`src/verilog/trim_pkg.sv`:
```
// shared constants, types and tables for the output reference trim block
package trim_pkg;
    // timebase
    localparam int CLK_MHZ        = 200;
    localparam int START_DELAY_US = 50;
    localparam int STEP_BASE_US   = 4;
    localparam int START_DELAY_CYC = START_DELAY_US * CLK_MHZ;
    localparam logic [15:0] STEP_BASE_CYC = 16'(STEP_BASE_US * CLK_MHZ);
    localparam int CNT_W = 16;

    // command codes on the management link
    localparam logic [7:0] CMD_OPERATION  = 8'h01;
    localparam logic [7:0] CMD_SOFT_START = 8'hd2;
    localparam logic [7:0] CMD_FINE_TRIM  = 8'hd4;
    localparam logic [7:0] CMD_MARGIN     = 8'hd5;
    localparam logic [7:0] CMD_UV_THRESH  = 8'hd6;

    // reset values, and the unsupported lockout code
    localparam logic [7:0] OP_RESET        = 8'h80;
    localparam logic [7:0] SOFT_RESET      = 8'h00;
    localparam logic [4:0] FINE_RESET      = 5'h10;
    localparam logic [7:0] MARGIN_RESET    = 8'h55;
    localparam logic [2:0] UV_RESET        = 3'h5;
    localparam logic [2:0] UV_UNSUPPORTED  = 3'h4;

    // field positions
    localparam int OP_MARGIN_LSB = 4;
    localparam int SLEW_LSB      = 2;
    localparam int RAISE_LSB     = 4;
    localparam int BYTE_BITS     = 8;

    // reference code is in units of 0.01 % of the nominal reference
    localparam logic [15:0] NOMINAL_CODE = 16'h2710;
    localparam logic [14:0] FACTOR_ONE   = 15'h2710;
    localparam logic [14:0] FINE_STEP    = 15'h004b;
    localparam logic [14:0] FINE_MAX     = 15'h0384;
    localparam logic [14:0] MARGIN_UNIT  = 15'h000a;
    localparam logic [29:0] PROD_DIV     = 30'h0000_2710;
    localparam logic [3:0]  LEVEL_TOP    = 4'hc;

    // margin magnitudes in 0.1 % units, index 12 stands for every 11xx code
    localparam logic [6:0] RAISE_TBL [13] = '{7'h00, 7'h09, 7'h12, 7'h1c, 7'h25, 7'h2f, 7'h39,
                                              7'h43, 7'h4d, 7'h58, 7'h63, 7'h6d, 7'h78};
    localparam logic [6:0] LOWER_TBL [13] = '{7'h00, 7'h0b, 7'h15, 7'h20, 7'h2a, 7'h34, 7'h3e,
                                              7'h47, 7'h51, 7'h5a, 7'h63, 7'h6b, 7'h74};

    typedef enum logic [1:0] {
        MARGIN_OFF  = 2'b00,
        MARGIN_LOW  = 2'b01,
        MARGIN_HIGH = 2'b10
    } margin_e;

    typedef struct packed {
        logic [4:0] fine_trim_code;
        logic [3:0] raise_level;
        logic [3:0] lower_level;
        margin_e    margin_sel;
    } trim_cfg_s;
endpackage

```
`src/verilog/vout_reference_trim_slew.sv`:
```
// output reference trim and margin control with a stepped slew engine, behind a management link
`timescale 1ns/1ps
module vout_reference_trim_slew import trim_pkg::*; #(
    parameter logic [6:0] DEV_ADDR           = 7'h36,
    parameter int         START_DELAY_CYCLES = START_DELAY_CYC
) (
    input  wire logic   clk_sys,
    input  wire logic   rst,
    input  wire logic   scl_i,
    input  wire logic   sda_i,
    output logic        sda_o,
    output logic        sda_oe,
    output logic [15:0] ref_code,
    output logic        ref_moving,
    output logic [2:0]  supply_lockout_level,
    output logic [1:0]  slew_interval_select
);
    typedef enum logic [2:0] {
        L_IDLE = 3'b000,
        L_ADDR = 3'b001,
        L_CMD  = 3'b010,
        L_DATA = 3'b011,
        L_TX   = 3'b100,
        L_SKIP = 3'b101
    } link_e;

    typedef enum logic [1:0] {
        E_IDLE  = 2'b00,
        E_DELAY = 2'b01,
        E_STEP  = 2'b10
    } eng_e;

    logic             scl_rise;
    logic             scl_fall;
    logic             start_cond;
    logic             stop_cond;
    logic             sda_s;

    link_e            link_reg;
    logic [3:0]       bit_cnt_reg;
    logic [7:0]       shift_reg;
    logic [7:0]       tx_reg;
    logic             ack_slot_reg;
    logic [7:0]       cmd_reg;
    logic             wr_pulse_reg;
    logic [7:0]       wr_data_reg;
    logic [7:0]       read_mux;

    logic [7:0]       op_reg;
    logic [7:0]       soft_reg;
    logic [4:0]       fine_reg;
    logic [7:0]       margin_reg;
    logic [2:0]       uv_reg;
    logic             retarget_reg;
    margin_e          margin_sel;
    trim_cfg_s        cfg;
    logic [15:0]      target;

    eng_e             eng_reg;
    logic [CNT_W-1:0] cnt_reg;
    logic [CNT_W-1:0] interval;
    logic [15:0]      ref_reg;
    logic             moving_reg;

    line_sampler u_pins (
        .clk_sys    (clk_sys),
        .rst        (rst),
        .scl_i      (scl_i),
        .sda_i      (sda_i),
        .scl_rise   (scl_rise),
        .scl_fall   (scl_fall),
        .start_cond (start_cond),
        .stop_cond  (stop_cond),
        .sda_s      (sda_s)
    );

    // byte readback of the stored settings; unknown commands read as zero
    always_comb begin
        unique case (cmd_reg)
            CMD_OPERATION:  read_mux = op_reg;
            CMD_SOFT_START: read_mux = soft_reg;
            CMD_FINE_TRIM:  read_mux = {3'h0, fine_reg};
            CMD_MARGIN:     read_mux = margin_reg;
            CMD_UV_THRESH:  read_mux = {5'h00, uv_reg};
            default:        read_mux = 8'h00;
        endcase
    end

    // link engine: bits are taken on clock rise, our data and acks change on clock fall
    always_ff @(posedge clk_sys) begin
        if (rst) begin
            link_reg     <= L_IDLE;
            bit_cnt_reg  <= 4'h0;
            shift_reg    <= 8'h00;
            tx_reg       <= 8'h00;
            ack_slot_reg <= 1'b0;
            cmd_reg      <= 8'h00;
            wr_pulse_reg <= 1'b0;
            wr_data_reg  <= 8'h00;
            sda_oe       <= 1'b0;
        end else begin
            wr_pulse_reg <= 1'b0;
            if (start_cond) begin
                // a repeated start also lands here, so a read may follow a command byte
                link_reg     <= L_ADDR;
                bit_cnt_reg  <= 4'h0;
                ack_slot_reg <= 1'b0;
                sda_oe       <= 1'b0;
            end else if (stop_cond) begin
                link_reg     <= L_IDLE;
                bit_cnt_reg  <= 4'h0;
                ack_slot_reg <= 1'b0;
                sda_oe       <= 1'b0;
            end else if (scl_rise && !ack_slot_reg && link_reg != L_IDLE && link_reg != L_SKIP) begin
                shift_reg   <= {shift_reg[6:0], sda_s};
                bit_cnt_reg <= bit_cnt_reg + 4'h1;
            end else if (scl_fall && ack_slot_reg) begin
                // end of our ack slot: release, or put out the first read bit
                ack_slot_reg <= 1'b0;
                bit_cnt_reg  <= 4'h0;
                if (link_reg == L_TX) begin
                    sda_oe <= ~tx_reg[7];
                    tx_reg <= {tx_reg[6:0], 1'b0};
                end else begin
                    sda_oe <= 1'b0;
                end
            end else if (scl_fall && link_reg == L_TX && bit_cnt_reg < 4'(BYTE_BITS)) begin
                sda_oe <= ~tx_reg[7];
                tx_reg <= {tx_reg[6:0], 1'b0};
            end else if (scl_fall && bit_cnt_reg == 4'(BYTE_BITS)) begin
                unique case (link_reg)
                    L_ADDR: begin
                        if (shift_reg[7:1] == DEV_ADDR) begin
                            ack_slot_reg <= 1'b1;
                            sda_oe       <= 1'b1;
                            tx_reg       <= read_mux;
                            link_reg     <= shift_reg[0] ? L_TX : L_CMD;
                        end else begin
                            link_reg <= L_SKIP;
                        end
                    end
                    L_CMD: begin
                        cmd_reg      <= shift_reg;
                        ack_slot_reg <= 1'b1;
                        sda_oe       <= 1'b1;
                        link_reg     <= L_DATA;
                    end
                    L_DATA: begin
                        // one data byte per transfer; further bytes are not acknowledged
                        wr_pulse_reg <= 1'b1;
                        wr_data_reg  <= shift_reg;
                        ack_slot_reg <= 1'b1;
                        sda_oe       <= 1'b1;
                        link_reg     <= L_SKIP;
                    end
                    L_TX: begin
                        sda_oe   <= 1'b0;
                        link_reg <= L_SKIP;
                    end
                    L_IDLE, L_SKIP: begin
                        link_reg <= link_reg;
                    end
                    default: begin
                        link_reg <= L_IDLE;
                    end
                endcase
            end
        end
    end

    // open-drain data line only ever pulls low
    always_ff @(posedge clk_sys) begin
        if (rst) begin
            sda_o <= 1'b0;
        end else begin
            sda_o <= 1'b0;
        end
    end

    // configuration bytes written over the link
    always_ff @(posedge clk_sys) begin
        if (rst) begin
            op_reg     <= OP_RESET;
            soft_reg   <= SOFT_RESET;
            fine_reg   <= FINE_RESET;
            margin_reg <= MARGIN_RESET;
            uv_reg     <= UV_RESET;
        end else if (wr_pulse_reg) begin
            unique case (cmd_reg)
                CMD_OPERATION:  op_reg <= wr_data_reg;
                CMD_SOFT_START: soft_reg <= wr_data_reg;
                CMD_FINE_TRIM:  fine_reg <= wr_data_reg[4:0];
                CMD_MARGIN:     margin_reg <= wr_data_reg;
                CMD_UV_THRESH: begin
                    // upper bits dropped; the unsupported code leaves the old level in place
                    if (wr_data_reg[2:0] != UV_UNSUPPORTED) begin
                        uv_reg <= wr_data_reg[2:0];
                    end
                end
                default: begin
                    uv_reg <= uv_reg;
                end
            endcase
        end
    end

    // margin selection from the operation byte; the undefined code counts as off
    always_comb begin
        unique case (op_reg[OP_MARGIN_LSB +: 2])
            2'b01:   margin_sel = MARGIN_LOW;
            2'b10:   margin_sel = MARGIN_HIGH;
            default: margin_sel = MARGIN_OFF;
        endcase
        cfg.fine_trim_code = fine_reg;
        cfg.raise_level    = margin_reg[RAISE_LSB +: 4];
        cfg.lower_level    = margin_reg[3:0];
        cfg.margin_sel     = margin_sel;
    end

    // writes that change the target restart the start delay
    always_ff @(posedge clk_sys) begin
        if (rst) begin
            retarget_reg <= 1'b0;
        end else begin
            retarget_reg <= wr_pulse_reg &&
                            (cmd_reg == CMD_FINE_TRIM ||
                             cmd_reg == CMD_OPERATION ||
                             (cmd_reg == CMD_MARGIN && margin_sel != MARGIN_OFF));
        end
    end

    trim_target_calc u_calc (
        .clk_sys (clk_sys),
        .rst     (rst),
        .cfg     (cfg),
        .target  (target)
    );

    // step interval: base interval doubled per code of the slew field
    assign interval = STEP_BASE_CYC << soft_reg[SLEW_LSB +: 2];

    // slew engine; the delay hides the one-cycle latency of the target calculation
    always_ff @(posedge clk_sys) begin
        if (rst) begin
            eng_reg    <= E_IDLE;
            cnt_reg    <= '0;
            ref_reg    <= NOMINAL_CODE;
            moving_reg <= 1'b0;
        end else if (retarget_reg) begin
            // a new target keeps the present code and waits again
            eng_reg    <= E_DELAY;
            cnt_reg    <= '0;
            moving_reg <= 1'b1;
        end else begin
            unique case (eng_reg)
                E_IDLE: begin
                    cnt_reg <= '0;
                end
                E_DELAY: begin
                    if (cnt_reg == CNT_W'(START_DELAY_CYCLES - 1)) begin
                        cnt_reg <= '0;
                        eng_reg <= E_STEP;
                        if (ref_reg < target) begin
                            ref_reg <= ref_reg + 16'h0001;
                        end else if (ref_reg > target) begin
                            ref_reg <= ref_reg - 16'h0001;
                        end
                    end else begin
                        cnt_reg <= cnt_reg + 1'b1;
                    end
                end
                E_STEP: begin
                    if (cnt_reg == interval - 1'b1) begin
                        cnt_reg <= '0;
                        if (ref_reg < target) begin
                            ref_reg <= ref_reg + 16'h0001;
                        end else if (ref_reg > target) begin
                            ref_reg <= ref_reg - 16'h0001;
                        end else begin
                            eng_reg    <= E_IDLE;
                            moving_reg <= 1'b0;
                        end
                    end else begin
                        cnt_reg <= cnt_reg + 1'b1;
                    end
                end
                default: begin
                    eng_reg <= E_IDLE;
                end
            endcase
        end
    end

    assign ref_code             = ref_reg;
    assign ref_moving           = moving_reg;
    assign supply_lockout_level = uv_reg;
    assign slew_interval_select = soft_reg[SLEW_LSB +: 2];
endmodule

```
`src/verilog/line_sampler.sv`:
```
// two-flop synchronisers and edge / bus-condition detection for the serial link pins
`timescale 1ns/1ps
module line_sampler import trim_pkg::*; (
    input  wire logic clk_sys,
    input  wire logic rst,
    input  wire logic scl_i,
    input  wire logic sda_i,
    output logic      scl_rise,
    output logic      scl_fall,
    output logic      start_cond,
    output logic      stop_cond,
    output logic      sda_s
);
    logic [2:0] scl_pipe;
    logic [2:0] sda_pipe;

    // stage 0 feeds only stage 1; stages 1 and 2 feed the detectors
    always_ff @(posedge clk_sys) begin
        if (rst) begin
            scl_pipe <= 3'h7;
            sda_pipe <= 3'h7;
        end else begin
            scl_pipe <= {scl_pipe[1:0], scl_i};
            sda_pipe <= {sda_pipe[1:0], sda_i};
        end
    end

    // start and stop need clock high in both compared samples
    always_comb begin
        sda_s      = sda_pipe[1];
        scl_rise   = scl_pipe[1] & ~scl_pipe[2];
        scl_fall   = ~scl_pipe[1] & scl_pipe[2];
        start_cond = scl_pipe[1] & scl_pipe[2] & sda_pipe[2] & ~sda_pipe[1];
        stop_cond  = scl_pipe[1] & scl_pipe[2] & ~sda_pipe[2] & sda_pipe[1];
    end
endmodule

```
`src/verilog/trim_target_calc.sv`:
```
// target reference code from fine trim and margin settings, registered
`timescale 1ns/1ps
module trim_target_calc import trim_pkg::*; (
    input  wire logic      clk_sys,
    input  wire logic      rst,
    input  wire trim_cfg_s cfg,
    output logic [15:0]    target
);
    logic [14:0] fine_fac;
    logic [14:0] marg_fac;
    logic [3:0]  raise_idx;
    logic [3:0]  lower_idx;
    logic [29:0] prod;

    // fine factor: 0.75 % steps, saturating at +-9 %
    always_comb begin
        if (cfg.fine_trim_code[4:2] == 3'b111) begin
            fine_fac = FACTOR_ONE + FINE_MAX;
        end else if (cfg.fine_trim_code[4:2] == 3'b000) begin
            fine_fac = FACTOR_ONE - FINE_MAX;
        end else if (cfg.fine_trim_code[4]) begin
            fine_fac = FACTOR_ONE + 15'(cfg.fine_trim_code[3:0] * FINE_STEP);
        end else begin
            fine_fac = FACTOR_ONE - 15'((4'hf - cfg.fine_trim_code[3:0]) * FINE_STEP);
        end
    end

    // margin factor from the field that the operation setting selects
    always_comb begin
        raise_idx = (cfg.raise_level[3:2] == 2'b11) ? LEVEL_TOP : cfg.raise_level;
        lower_idx = (cfg.lower_level[3:2] == 2'b11) ? LEVEL_TOP : cfg.lower_level;
        unique case (cfg.margin_sel)
            MARGIN_HIGH: marg_fac = FACTOR_ONE + 15'(RAISE_TBL[raise_idx] * MARGIN_UNIT);
            MARGIN_LOW:  marg_fac = FACTOR_ONE - 15'(LOWER_TBL[lower_idx] * MARGIN_UNIT);
            default:     marg_fac = FACTOR_ONE;
        endcase
    end

    // both settings act together as a product
    assign prod = 30'(fine_fac) * 30'(marg_fac);

    always_ff @(posedge clk_sys) begin
        if (rst) begin
            target <= NOMINAL_CODE;
        end else begin
            target <= 16'(prod / PROD_DIV);
        end
    end
endmodule

```
`config.mk`:
```
export PLATFORM = sky130hd
export DESIGN_NAME = vout_reference_trim_slew
export DESIGN_NICKNAME = d
export VERILOG_FILES = /design/src/verilog/trim_pkg.sv /design/src/verilog/vout_reference_trim_slew.sv /design/src/verilog/line_sampler.sv /design/src/verilog/trim_target_calc.sv
export SDC_FILE = /design/constraint.sdc
export NUM_CORES = 1
export LEC_CHECK = 0
export BUFFER_PORTS_ARGS = -buffer_cell sky130_fd_sc_hd__buf_4
export CAP_MARGIN = 0
export CORE_MARGIN = 3
export CORE_UTILIZATION = 25
export CTS_CLUSTER_SIZE = 10
export DETAILED_ROUTE_END_ITERATION = 10
export PLACE_DENSITY = 0.4
export REMOVE_ABC_BUFFERS = 1
export SYNTH_ARGS = -nofsm -noshare
export SYNTH_HDL_FRONTEND = slang
export SYNTH_SLANG_ARGS = --single-unit
```
`constraint.sdc`:
```
create_clock -name clk_sys -period 24.6 [get_ports clk_sys]
set_clock_uncertainty 0.2 [all_clocks]
set_input_delay 4.92 -clock clk_sys [delete_from_list [all_inputs] [get_ports clk_sys]]
set_output_delay 4.92 -clock clk_sys [all_outputs]
set_load 0.1 [all_outputs]
```
* Word-level counts from Yosys, hierarchy flattened
Memories as Yosys holds them, arrays and structs flattened.
Cells that the tools add are included.
** Operators by class
- Multipliers :: 5
- Eq/ne operators :: 44
- Bitwise gates (word level) :: 23
- Multiplexer cells :: 59
- Add/subtract/negate cells :: 10
- Magnitude comparators :: 5
- Reductions and logical operators :: 52
- Divide/modulo/power cells :: 1
- Shift-type cells :: 1
** Operators with widths (count)
- 2-to-1 mux 16 bit :: 6
- 2-to-1 mux 8 bit :: 6
- one-hot mux 16 bit (3 select lines) :: 1
- 2-to-1 mux 15 bit :: 3
- one-hot mux 8 bit (5 select lines) :: 1
- != test 3 bit, second input constant :: 11
- adder 16 x 1 -> 16 bit, second input constant :: 2
- equality test 8 bit, second input constant :: 4
- one-hot mux 16 bit (2 select lines) :: 1
- subtractor 16 x 1 -> 16 bit, second input constant :: 2
- adder 14 x 11 -> 15 bit, first input constant :: 2
- divider 30 x 14 -> 30 bit, second input constant :: 1
- multiplier 15 x 15 -> 30 bit :: 1
- one-hot mux 15 bit (2 select lines) :: 1
- 2-to-1 mux 7 bit :: 4
- AND reduction 5 bit :: 5
- 2-to-1 mux 1 bit :: 21
- AND reduction 7 bit :: 3
- nonzero test 3 bit :: 7
- multiplier 7 x 3 -> 10 bit, second input constant :: 2
- equality test 16 x 14 -> 1 bit, second input constant :: 1
- equality test 16 bit :: 1
- greater-than comparator 16 bit :: 1
- less-than comparator 16 bit :: 1
- 44 further kinds :: 112
** Storage, ports and cells
- Memories kept :: 2
- Register bits after elaboration :: 132
- Output and inout bits :: 24
- ROM bits :: 224
- Input port bits :: 4
** Memory list
- (no name shown) :: depth 16, bits a word 7, rd ports 1, clocked after memory_dff 0, wr ports 0, RTL line trim_target_calc.sv:34 : MARGIN_LOW: marg_fac = FACTOR_ONE - 15'(LOWER_TBL[lower_idx] * MARGIN_UNIT);
- (no name shown) :: depth 16, bits a word 7, rd ports 1, clocked after memory_dff 0, wr ports 0, RTL line trim_target_calc.sv:33 : MARGIN_HIGH: marg_fac = FACTOR_ONE + 15'(RAISE_TBL[raise_idx] * MARGIN_UNIT);

* Longest topological paths before layout
Gate-level depths: netlist of run 1.
- Word-level depth :: 11
- Mapped depth :: 97

* Hierarchy
Synthesis of run 1 repeated with hierarchy kept, for this count alone.
** Second synthesis, totals
- Cells, all modules :: 2915
- Area total of the unflattened synthesis :: 22587.9 um2
** By module, submodules not included
- trim_target_calc :: cells an instance 2150, instances 1, seq. area each 320.3 um2, area each 16264.3 um2
- vout_reference_trim_slew :: cells an instance 749, instances 1, seq. area each 2202.1 um2, area each 6133.4 um2
- line_sampler :: cells an instance 16, instances 1, seq. area each 120.1 um2, area each 190.2 um2

* Worst setup path after synthesis of run 1
No wires, ideal clock.
- Path kind :: reg-to-reg
- From :: reg margin_reg[7]
- To :: reg u_calc.target[0]
- Data arrival time :: 21.117 ns
- Stages on the path, launching flop included :: 87
- Path slack :: 3.202 ns
- Buffers on the path :: 5
- Setup time :: 0.081 ns
- Cells stage by stage :: dfxtp_1 -> clkbuf_1 -> nand2_1 -> and2_1 -> ha_1 -> inv_1 -> o22ai_1 -> inv_1 -> ha_1 -> ha_1 -> fa_1 -> a21o_1 -> a21oi_1 -> xor2_1 -> a21oi_1 -> xnor2_1 -> a221oi_1 -> nor2_1 -> [51 not listed] -> or4_1 -> and3_1 -> and2_1 -> a21oi_2 -> mux2_2 -> o211ai_1 -> or3b_1 -> a311oi_1 -> or3_4 -> nand2_2 -> o211ai_2 -> xor2_2 -> or2_1 -> buf_6 -> o2bb2ai_1 -> nor4b_2 -> o2111ai_1 -> a41oi_1
** On the way
- Word-level cells in the longest chain between the ends :: 11
** RTL lines
- start, declared :: RTL line vout_reference_trim_slew.sv:52 : logic [7:0] margin_reg;
- start signal, assigned :: RTL line vout_reference_trim_slew.sv:193 : CMD_MARGIN: margin_reg <= wr_data_reg;
- equality test 2 bit :: RTL line trim_target_calc.sv:30 : raise_idx = (cfg.raise_level[3:2] == 2'b11) ? LEVEL_TOP : cfg.raise_level;
- 2-to-1 mux 4 bit (*) :: RTL line trim_target_calc.sv:30
- NOT 4 -> 5 bit (not written as such) (*) :: RTL line trim_target_calc.sv:33
- memory (16 x 7 bit) (*)
- 2-to-1 mux 7 bit (not written as such) (*) (2 in a row) :: RTL line trim_target_calc.sv:33
- multiplier 7 x 3 -> 10 bit (*) :: RTL line trim_target_calc.sv:33
- adder 14 x 11 -> 15 bit (*) :: RTL line trim_target_calc.sv:33
- one-hot mux 15 bit (2 select lines) (*) :: RTL line trim_target_calc.sv:32 : unique case (cfg.margin_sel)
- multiplier 15 x 15 -> 30 bit (*) :: RTL line trim_target_calc.sv:40 : assign prod = 30'(fine_fac) * 30'(marg_fac);
- divider 30 x 14 -> 30 bit (*) :: RTL line trim_target_calc.sv:46 : target <= 16'(prod / PROD_DIV);
- end signal, assigned :: RTL line trim_target_calc.sv:46
- end, declared :: RTL line trim_target_calc.sv:7 : output logic [15:0] target
Mark *: on every way between the ends. The rest lies on a longest branch, timed or not. The select of a mux whose other input is x is not followed.
A chain may end at the register's enable or synchronous reset.

* Worst setup path in the final report of run 1
- From :: reg margin_reg[2]
- To :: reg u_calc.target[0]
** On the way
- Word-level cells in the longest chain between the ends :: 11
** RTL lines
- equality test 2 bit :: RTL line trim_target_calc.sv:31 : lower_idx = (cfg.lower_level[3:2] == 2'b11) ? LEVEL_TOP : cfg.lower_level;
- 2-to-1 mux 4 bit (*) :: RTL line trim_target_calc.sv:31
- NOT 4 -> 5 bit (not written as such) (*) :: RTL line trim_target_calc.sv:34
- memory (16 x 7 bit) (*)
- 2-to-1 mux 7 bit (not written as such) (*) (2 in a row) :: RTL line trim_target_calc.sv:34
- multiplier 7 x 3 -> 10 bit (*) :: RTL line trim_target_calc.sv:34
- subtractor 14 x 11 -> 15 bit (*) :: RTL line trim_target_calc.sv:34
- one-hot mux 15 bit (2 select lines) (*) :: RTL line trim_target_calc.sv:32
- multiplier 15 x 15 -> 30 bit (*) :: RTL line trim_target_calc.sv:40
- divider 30 x 14 -> 30 bit (*) :: RTL line trim_target_calc.sv:46
Marked as above.

==> impl_metrics.toml, run 1 <==
[detailed_routing]
ant_nets = 0
dr.pass1.iters = 5
vias = 20200
drc = 0
routed_via_density = 5.08
routed_wirelength_mm = 68.8
first_iter_violations = 1319
drt-wirelength-per-cell_um = 17.3

[critical_path]
crit_type = "flip-flop to flip-flop"
crit_path_end_kind = "flip-flop"
cp.arrival_ns = 23.44
cp_common_cell = "fa_1"
critPathLaunchType = "flip-flop"
max_stage_delay_ns = 0.56
critPathMaxFanout = 20
crit_required_ns = 24.70
worst_path_max_delay_cell = "fa_1"

[timing]
fmax_mhz = 42.9
tightest_slew_ns = 1.22
slew_headroom = 0.183
hold_ws_ns = 0.211
hold_viol = 0
setup_viol = 0
finalCriticalPeriod_ns = 23.34
fin_crit_sh = 0.949
drv_slew = 0

[pwr]
power.share.combinational = 0.016
p_seq_frac = 0.433
p_clk_frac = 0.551
cellLeakagePower_nw = 10.4
finalPower_mw = 0.496
ir_worst_vdd_mv = 0.0465
p_per_area_mw_per_mm2 = 20.0
internal_power_mw = 0.383
p_switching_mw = 0.113
switching_share = 0.228

[final_layout]
syn_to_final_growth_pct = 12.0
fin_area_sq_mm = 0.0248
final_util = 0.285
fin_nets = 3180
drive_gt1_frac = 0.122
layout.cells.non_filler = 3979

[placement]
gp_congestion = 0.842
placed_area_sq_mm = 0.0236
io_buffers = 26
dp_hpwl_mm = 55.1
place_inst = 3928

[global_routing]
grt_overflow = 0
grt_pass1_wl_mm = 111
grt_use_total = 0.145
grt_max_degree = 59
grt_pass1_vias = 20000
antenna_found_initial = 0

[logic_synthesis]
ys.flop_type = "dfxtp_1"
yosysWarnings = 0
synth-async-reset-ratio = 0
synth_seq_cells = 132
synthTopCellsByArea = "ha_1, fa_1, dfxtp_1"
synth_top_cell_by_area = "ha_1"
synth_edf_count = 0
syn-instance-count = 2815
ys_seq_area_frac = 0.119
synth_top_area_frac = 0.128
synth_cell_types = 136
netlist_area_sq_mm = 0.0222
syn_area_per_cell_sq_um = 7.88

[flow_run]
maxCapViolCount = 0

[clocking]
clock_sinks = 132
numCtsBuffers = 17
cts_root_buffer = "clkbuf_16"
cts_tree = "yes"
htree_levels = 4
clk_pin_slew_ns = 0.06
clockBufferDepth = 2
clk_latency_ns = 0.45

[floorplanning]
fp.dieH_um = 304
die-area_sq_mm = 0.0923
dieWidth_um = 304
coreArea_sq_mm = 0.0873
start_util = 0.254
rows = 108
ios = 28

[status]
status = "finished clean"

[hold_path]
hold_path.class = "flip-flop to flip-flop"
[power by group through the flow]
stage          combinational, mW  sequential, mW  clock (mW)
2_1_floorplan            0.00304           0.219           0
3_3_place_gp             0.00812           0.220           0
3_5_place_dp             0.00821           0.220           0
4_1_cts                  0.00823           0.215       0.282
5_1_grt                  0.00880           0.215       0.291
6_report                 0.00798           0.215       0.274
[critical path: cells and delay by family, from the launching register on]
family                     cells  cell delay [ns]
AOI/OAI and AO/OA             42            11.14
and+or+nand+nor               16             3.65
adders and majority gates     12             5.10
xor gates and xnor gates       3             0.75
DFF                            1             0.45
buffers and inverters          5             0.51
muxes                          4             1.38
[layout make-up]
type,count,area [sq um]
fillers,9495,62500
repair buffers,91,683
flip-flops and latches,132,2650
clock inverters,11,150
inverters,246,927
diodes,1,2.50
well taps,1155,1450
multi-input cells,2323,18500
clock buffers,20,467
[routing by layer]
metal / up-vias / wire (um) / track usage
li1: 9991 / - / -
met1: 9852 / 34000 / 0.203
met5: - / 0 / 0
met4: 0 / 1260 / 0.0325
met3: 62 / 1460 / 0.0141
met2: 309 / 32100 / 0.241
[stage by stage]
| stage | setup TNS [ns] | setup WS, ns |
|---|---|---|
| after CTS | 0 | 0.0168 |
| after detailed placement | -0.764 | -0.551 |
| after floorplan | 0 | 1.49 |
| after global routing | -0.0929 | -0.0929 |
| final | 0 | 1.26 |
| after global placement | -0.208 | -0.208 |
[cells by family after synthesis]
family	after synthesis	synth area share
compound gates	726	0.245
xor+xnor	153	0.0638
fa+ha+maj	369	0.255
buf+inv	361	0.0687
flops	132	0.119
mux	62	0.0292
other cells	1	0.000169
simple gates	1011	0.219
[synth_stat cells, types with 9 or more instances]
cell type	instances
or2_2	25
a21oi_1	172
or3_1	16
nor4_1	16
a21o_1	34
dfxtp_1	132
mux2_2	11
nor3_1	49
clkbuf_1	66
xnor2_1	96
o2111ai_1	11
nand3b_1	15
o211ai_1	36
o31a_1	10
a21oi_2	9
a31oi_1	26
nand2_1	314
buf_4	29
o21ai_1	24
and2_1	34
and3_1	36
xor2_1	47
fa_1	138
inv_1	245
o31ai_1	9
nor2b_1	26
nand2b_1	33
o21a_1	27
o21ai_0	98
nand3_1	75
o211a_1	12
ha_1	227
nand4_1	28
nor2_1	278
o22ai_1	13
a22oi_1	10
mux2i_1	48
a211oi_1	20
o21ai_2	9
[repair_timing]
action	in CTS	in global routing
hold endpoints to repair	0	0
hold buffers	0	0
resized for setup	7	82
gates cloned	0	1
setup buffers	2	16
pin swaps	1	16
setup endpoints to repair	2	3
[path summary, 6_finish.rpt]
kind	from	end	slack [ns]	depth (start not counted)
max	margin_reg[2]$_SDFFE_PP1P_	u_calc.target[0]$_SDFF_PP0_	1.26	82
min	u_pins.sda_pipe[0]$_SDFF_PP1_	u_pins.sda_pipe[1]$_SDFF_PP1_	0.21	1
max reg2reg	margin_reg[2]$_SDFFE_PP1P_	u_calc.target[0]$_SDFF_PP0_	1.26	82
min reg2reg	u_pins.sda_pipe[0]$_SDFF_PP1_	u_pins.sda_pipe[1]$_SDFF_PP1_	0.21	1
[placed cells by master, fill, tap and decap left out, types with 12 or more instances in the layout]
cell,Yosys,layout
nand2b_1,33,33
a21o_1,34,34
xnor2_2,5,12
or3_1,16,16
o21ai_1,24,26
nor4_1,16,15
a21oi_1,172,168
xnor2_1,96,90
and2_1,34,33
and3_1,36,36
inv_1,245,244
fa_1,138,138
nor2b_1,26,26
a211oi_1,20,14
clkbuf_16,0,17
nand3b_1,15,15
or2_2,25,25
o21a_1,27,27
nand4_1,28,28
nor2_1,278,274
a31oi_1,26,24
mux2i_1,48,46
nor3_1,49,45
buf_4,29,91
o21ai_0,98,96
nand2_1,314,313
xor2_1,47,46
o211ai_1,36,36
nand3_1,75,74
dfxtp_1,132,129
ha_1,227,225
(Power assumes the default switching activity.)
==> run 2: changes to the inputs <==
--- a/config.mk
+++ b/config.mk
@@ -15,4 +15,5 @@
 export REMOVE_ABC_BUFFERS = 1
 export SYNTH_ARGS = -nofsm -noshare
 export SYNTH_HDL_FRONTEND = slang
+export SYNTH_HIERARCHICAL = 1
 export SYNTH_SLANG_ARGS = --single-unit
==> constraint.sdc (replaced) <==
create_clock -name clk_sys -period 28.7 [get_ports clk_sys]
set_clock_uncertainty 0.2 [all_clocks]
set_input_delay 5.74 -clock clk_sys [delete_from_list [all_inputs] [get_ports clk_sys]]
set_output_delay 5.74 -clock clk_sys [all_outputs]
set_load 0.1 [all_outputs]
==> run 2 against run 1 <==
Against the previous run:
- synthesized cell count increased by 3.6%
- die area increased by 1.8%
- critical path depth increased by 2
- sequential share of layout area increased by 0.12 points
- maximum frequency decreased by 11%
- critical path type unchanged
==> impl_metrics.toml, run 2 <==
[status]
status = "finished clean"

[timing]
fin_crit_sh = 0.919
drv_slew = 0
worst_slack_ns = 2.33
hold_viol = 0
slew_headroom = 0.263
fin_setup_tns_ns = 0
fmax_mhz = 37.9
tightest_slew_ns = 1.10
setup_viol = 0
rsz0062_at_grt = "no"
finalCriticalPeriod_ns = 26.37
hold_ws_ns = 0.209

[critical_path]
r2r_cells = 84
worst_path_max_delay_cell = "nor4bb_1"
crit_required_ns = 28.82
rr_endpoint = "u_calc/target[0]$_SDFF_PP0_"
cp_common_cell = "a21oi_1"
rrSetupSlack_ns = 2.33
cp.arrival_ns = 26.48
crit_type = "flip-flop to flip-flop"
max_stage_delay_ns = 0.98
crit_family = "compound AO/OA/AOI/OAI gates"
worstReg2RegStart = "margin_reg[7]$_SDFFE_PP0P_"
crit_path_end_kind = "flip-flop"
critPathMaxFanout = 16
critPathLaunchType = "flip-flop"
path_buf_inv = 6

[clocking]
hold_buffers = 0
clockBufferDepth = 2
clk_pin_slew_ns = 0.08
clock_sinks = 132
cts_tree = "yes"
cts_setup_buffers = 0
htree_levels = 4
ctsResizeCount = 0
cts_root_buffer = "clkbuf_16"
clk_latency_ns = 0.44
numCtsBuffers = 17

[placement]
io_buffers = 26
place_ws_ns = 2.47
gp_congestion = 0.808
dp_hpwl_mm = 57.1
place_inst = 4021

[logic_synthesis]
synthTopCellsByArea = "ha_1, fa_1, dfxtp_1"
syn-instance-count = 2915
synth-async-reset-ratio = 0
synth_edf_count = 0
yosysMostFrequentCell = "nand2_1"
netlist_area_sq_mm = 0.0226
synth_top_area_frac = 0.121
ys.flop_type = "dfxtp_1"
yosysWarnings = 6
yosys-top-cells-count = "nand2_1, nor2_1, inv_1, ha_1, a21oi_1"
synth_top_cell_by_area = "ha_1"
synth_cell_types = 135
syn_area_per_cell_sq_um = 7.75
ys_seq_area_frac = 0.117
synth_seq_cells = 132

[detailed_routing]
dr.pass1.iters = 5
drc = 0
vias = 20500
routed_via_density = 5.06
ant_nets = 0
routed_wirelength_mm = 70.5
first_iter_violations = 1110
drt-wirelength-per-cell_um = 17.4

[floorplanning]
fp.dieH_um = 307
die-area_sq_mm = 0.0940
coreArea_sq_mm = 0.0889
rows = 109
start_util = 0.254
dieWidth_um = 307
ios = 28

[final_layout]
mostFrequentLayoutCells = "nand2_1, nor2_1, inv_1"
fin_nets = 3234
final_util = 0.275
ff_latch_area_sq_mm = 0.00264
layout.cells.non_filler = 4054
final.fill_count = 9784
final_common_cell = "nand2_1"
syn_to_final_growth_pct = 8.45
multi_input_area_sq_mm = 0.0185
drive_gt1_frac = 0.0751

[hold_path]
whs_path_depth = 1
hold_path.class = "flip-flop to flip-flop"
holdPathEnd = "u_pins/sda_pipe[1]$_SDFF_PP1_"
min_from = "u_pins/sda_pipe[0]$_SDFF_PP1_"

[pwr]
cellLeakagePower_nw = 10.4
p_per_area_mw_per_mm2 = 17.1
ir_worst_vdd_mv = 0.0386

[global_routing]
grt_overflow = 0
grt_max_degree = 55
grt_use_total = 0.151
antenna_found_initial = 0
grt_pass1_wl_mm = 116
grt_pass1_vias = 20600

[flow_run]
maxCapViolCount = 0
==> run 2: changes by cell type after synthesis, sizes merged, moves of 9 or more <==
cell / before / now
mux2: 12 / 23
buf: 48 / 36
nor3: 52 / 67
a21oi: 181 / 205
xor2: 52 / 62
mux2i: 50 / 64
nand3: 75 / 99
and4: 4 / 13
==> run 2: kinds of logic after synthesis <==
kind of cell / count (synthesis) / synth area share
AO/OA/AOI/OAI: 753 / 0.237
XOR/XNOR: 166 / 0.0657
adder cells (fa/ha/maj): 361 / 0.245
buffers and inverters: 357 / 0.0648
flip-flops: 132 / 0.117
multiplexers: 87 / 0.0409
other: 1 / 0.000166
AND/OR/NAND/NOR: 1058 / 0.230
==> run 2: layout make-up <==
| cell class | count | area share |
|---|---|---|
| inverter | 250 | 0.0383 |
| tap | 1165 | 0.0595 |
| sequential | 132 | 0.108 |
| clock inverter | 15 | 0.00746 |
| clock buffer | 17 | 0.0174 |
| multi-input combinational | 2426 | 0.755 |
| antenna | 1 | 0.000102 |
| timing repair buffer | 48 | 0.0147 |
==> run 2: through the flow <==
| stage | power, mW | instance area, sq um |
|---|---|---|
| 3_5_place_dp | 0.195 | 23900 |
| 4_1_cts | 0.428 | 24500 |
| 5_1_grt | 0.435 | 24500 |
| 6_report | 0.419 | 24500 |
| 2_1_floorplan | 0.190 | 22100 |
| 3_3_place_gp | 0.195 | 23900 |
==> run 2: power breakdown <==
group / internal [mW] / total, mW / leakage [nW] / switching [mW]
sequential: 0.183 / 0.184 / 1.06 / 0.000392
combinational: 0.00122 / 0.00661 / 9.08 / 0.00538
clock: 0.125 / 0.228 / 0.297 / 0.103
==> run 2: how the worst max path moves through the flow <==
stage	cells past startpoint	end	slack (ns)	start
floorplan	84	u_calc/target[0]$_SDFF_PP0_	5.63	margin_reg[7]$_SDFFE_PP0P_
global placement	85	u_calc/target[0]$_SDFF_PP0_	2.77	margin_reg[7]$_SDFFE_PP0P_
detailed placement	85	u_calc/target[0]$_SDFF_PP0_	2.47	margin_reg[7]$_SDFFE_PP0P_
CTS	85	u_calc/target[0]$_SDFF_PP0_	2.39	margin_reg[7]$_SDFFE_PP0P_
global route	82	u_calc/target[0]$_SDFF_PP0_	0.12	margin_reg[2]$_SDFFE_PP1P_
finish	84	u_calc/target[0]$_SDFF_PP0_	2.33	margin_reg[7]$_SDFFE_PP0P_
==> run 2: per-layer routing <==
| layer | vias up | share of wire | global-route usage |
|---|---|---|---|
| li1 | 10300 | - | - |
| met1 | 9832 | 0.50 | 0.213 |
| met2 | 313 | 0.47 | 0.255 |
| met3 | 40 | 0.022 | 0.0105 |
| met4 | 0 | 0.010 | 0.0253 |
| met5 | - | 0 | 0 |
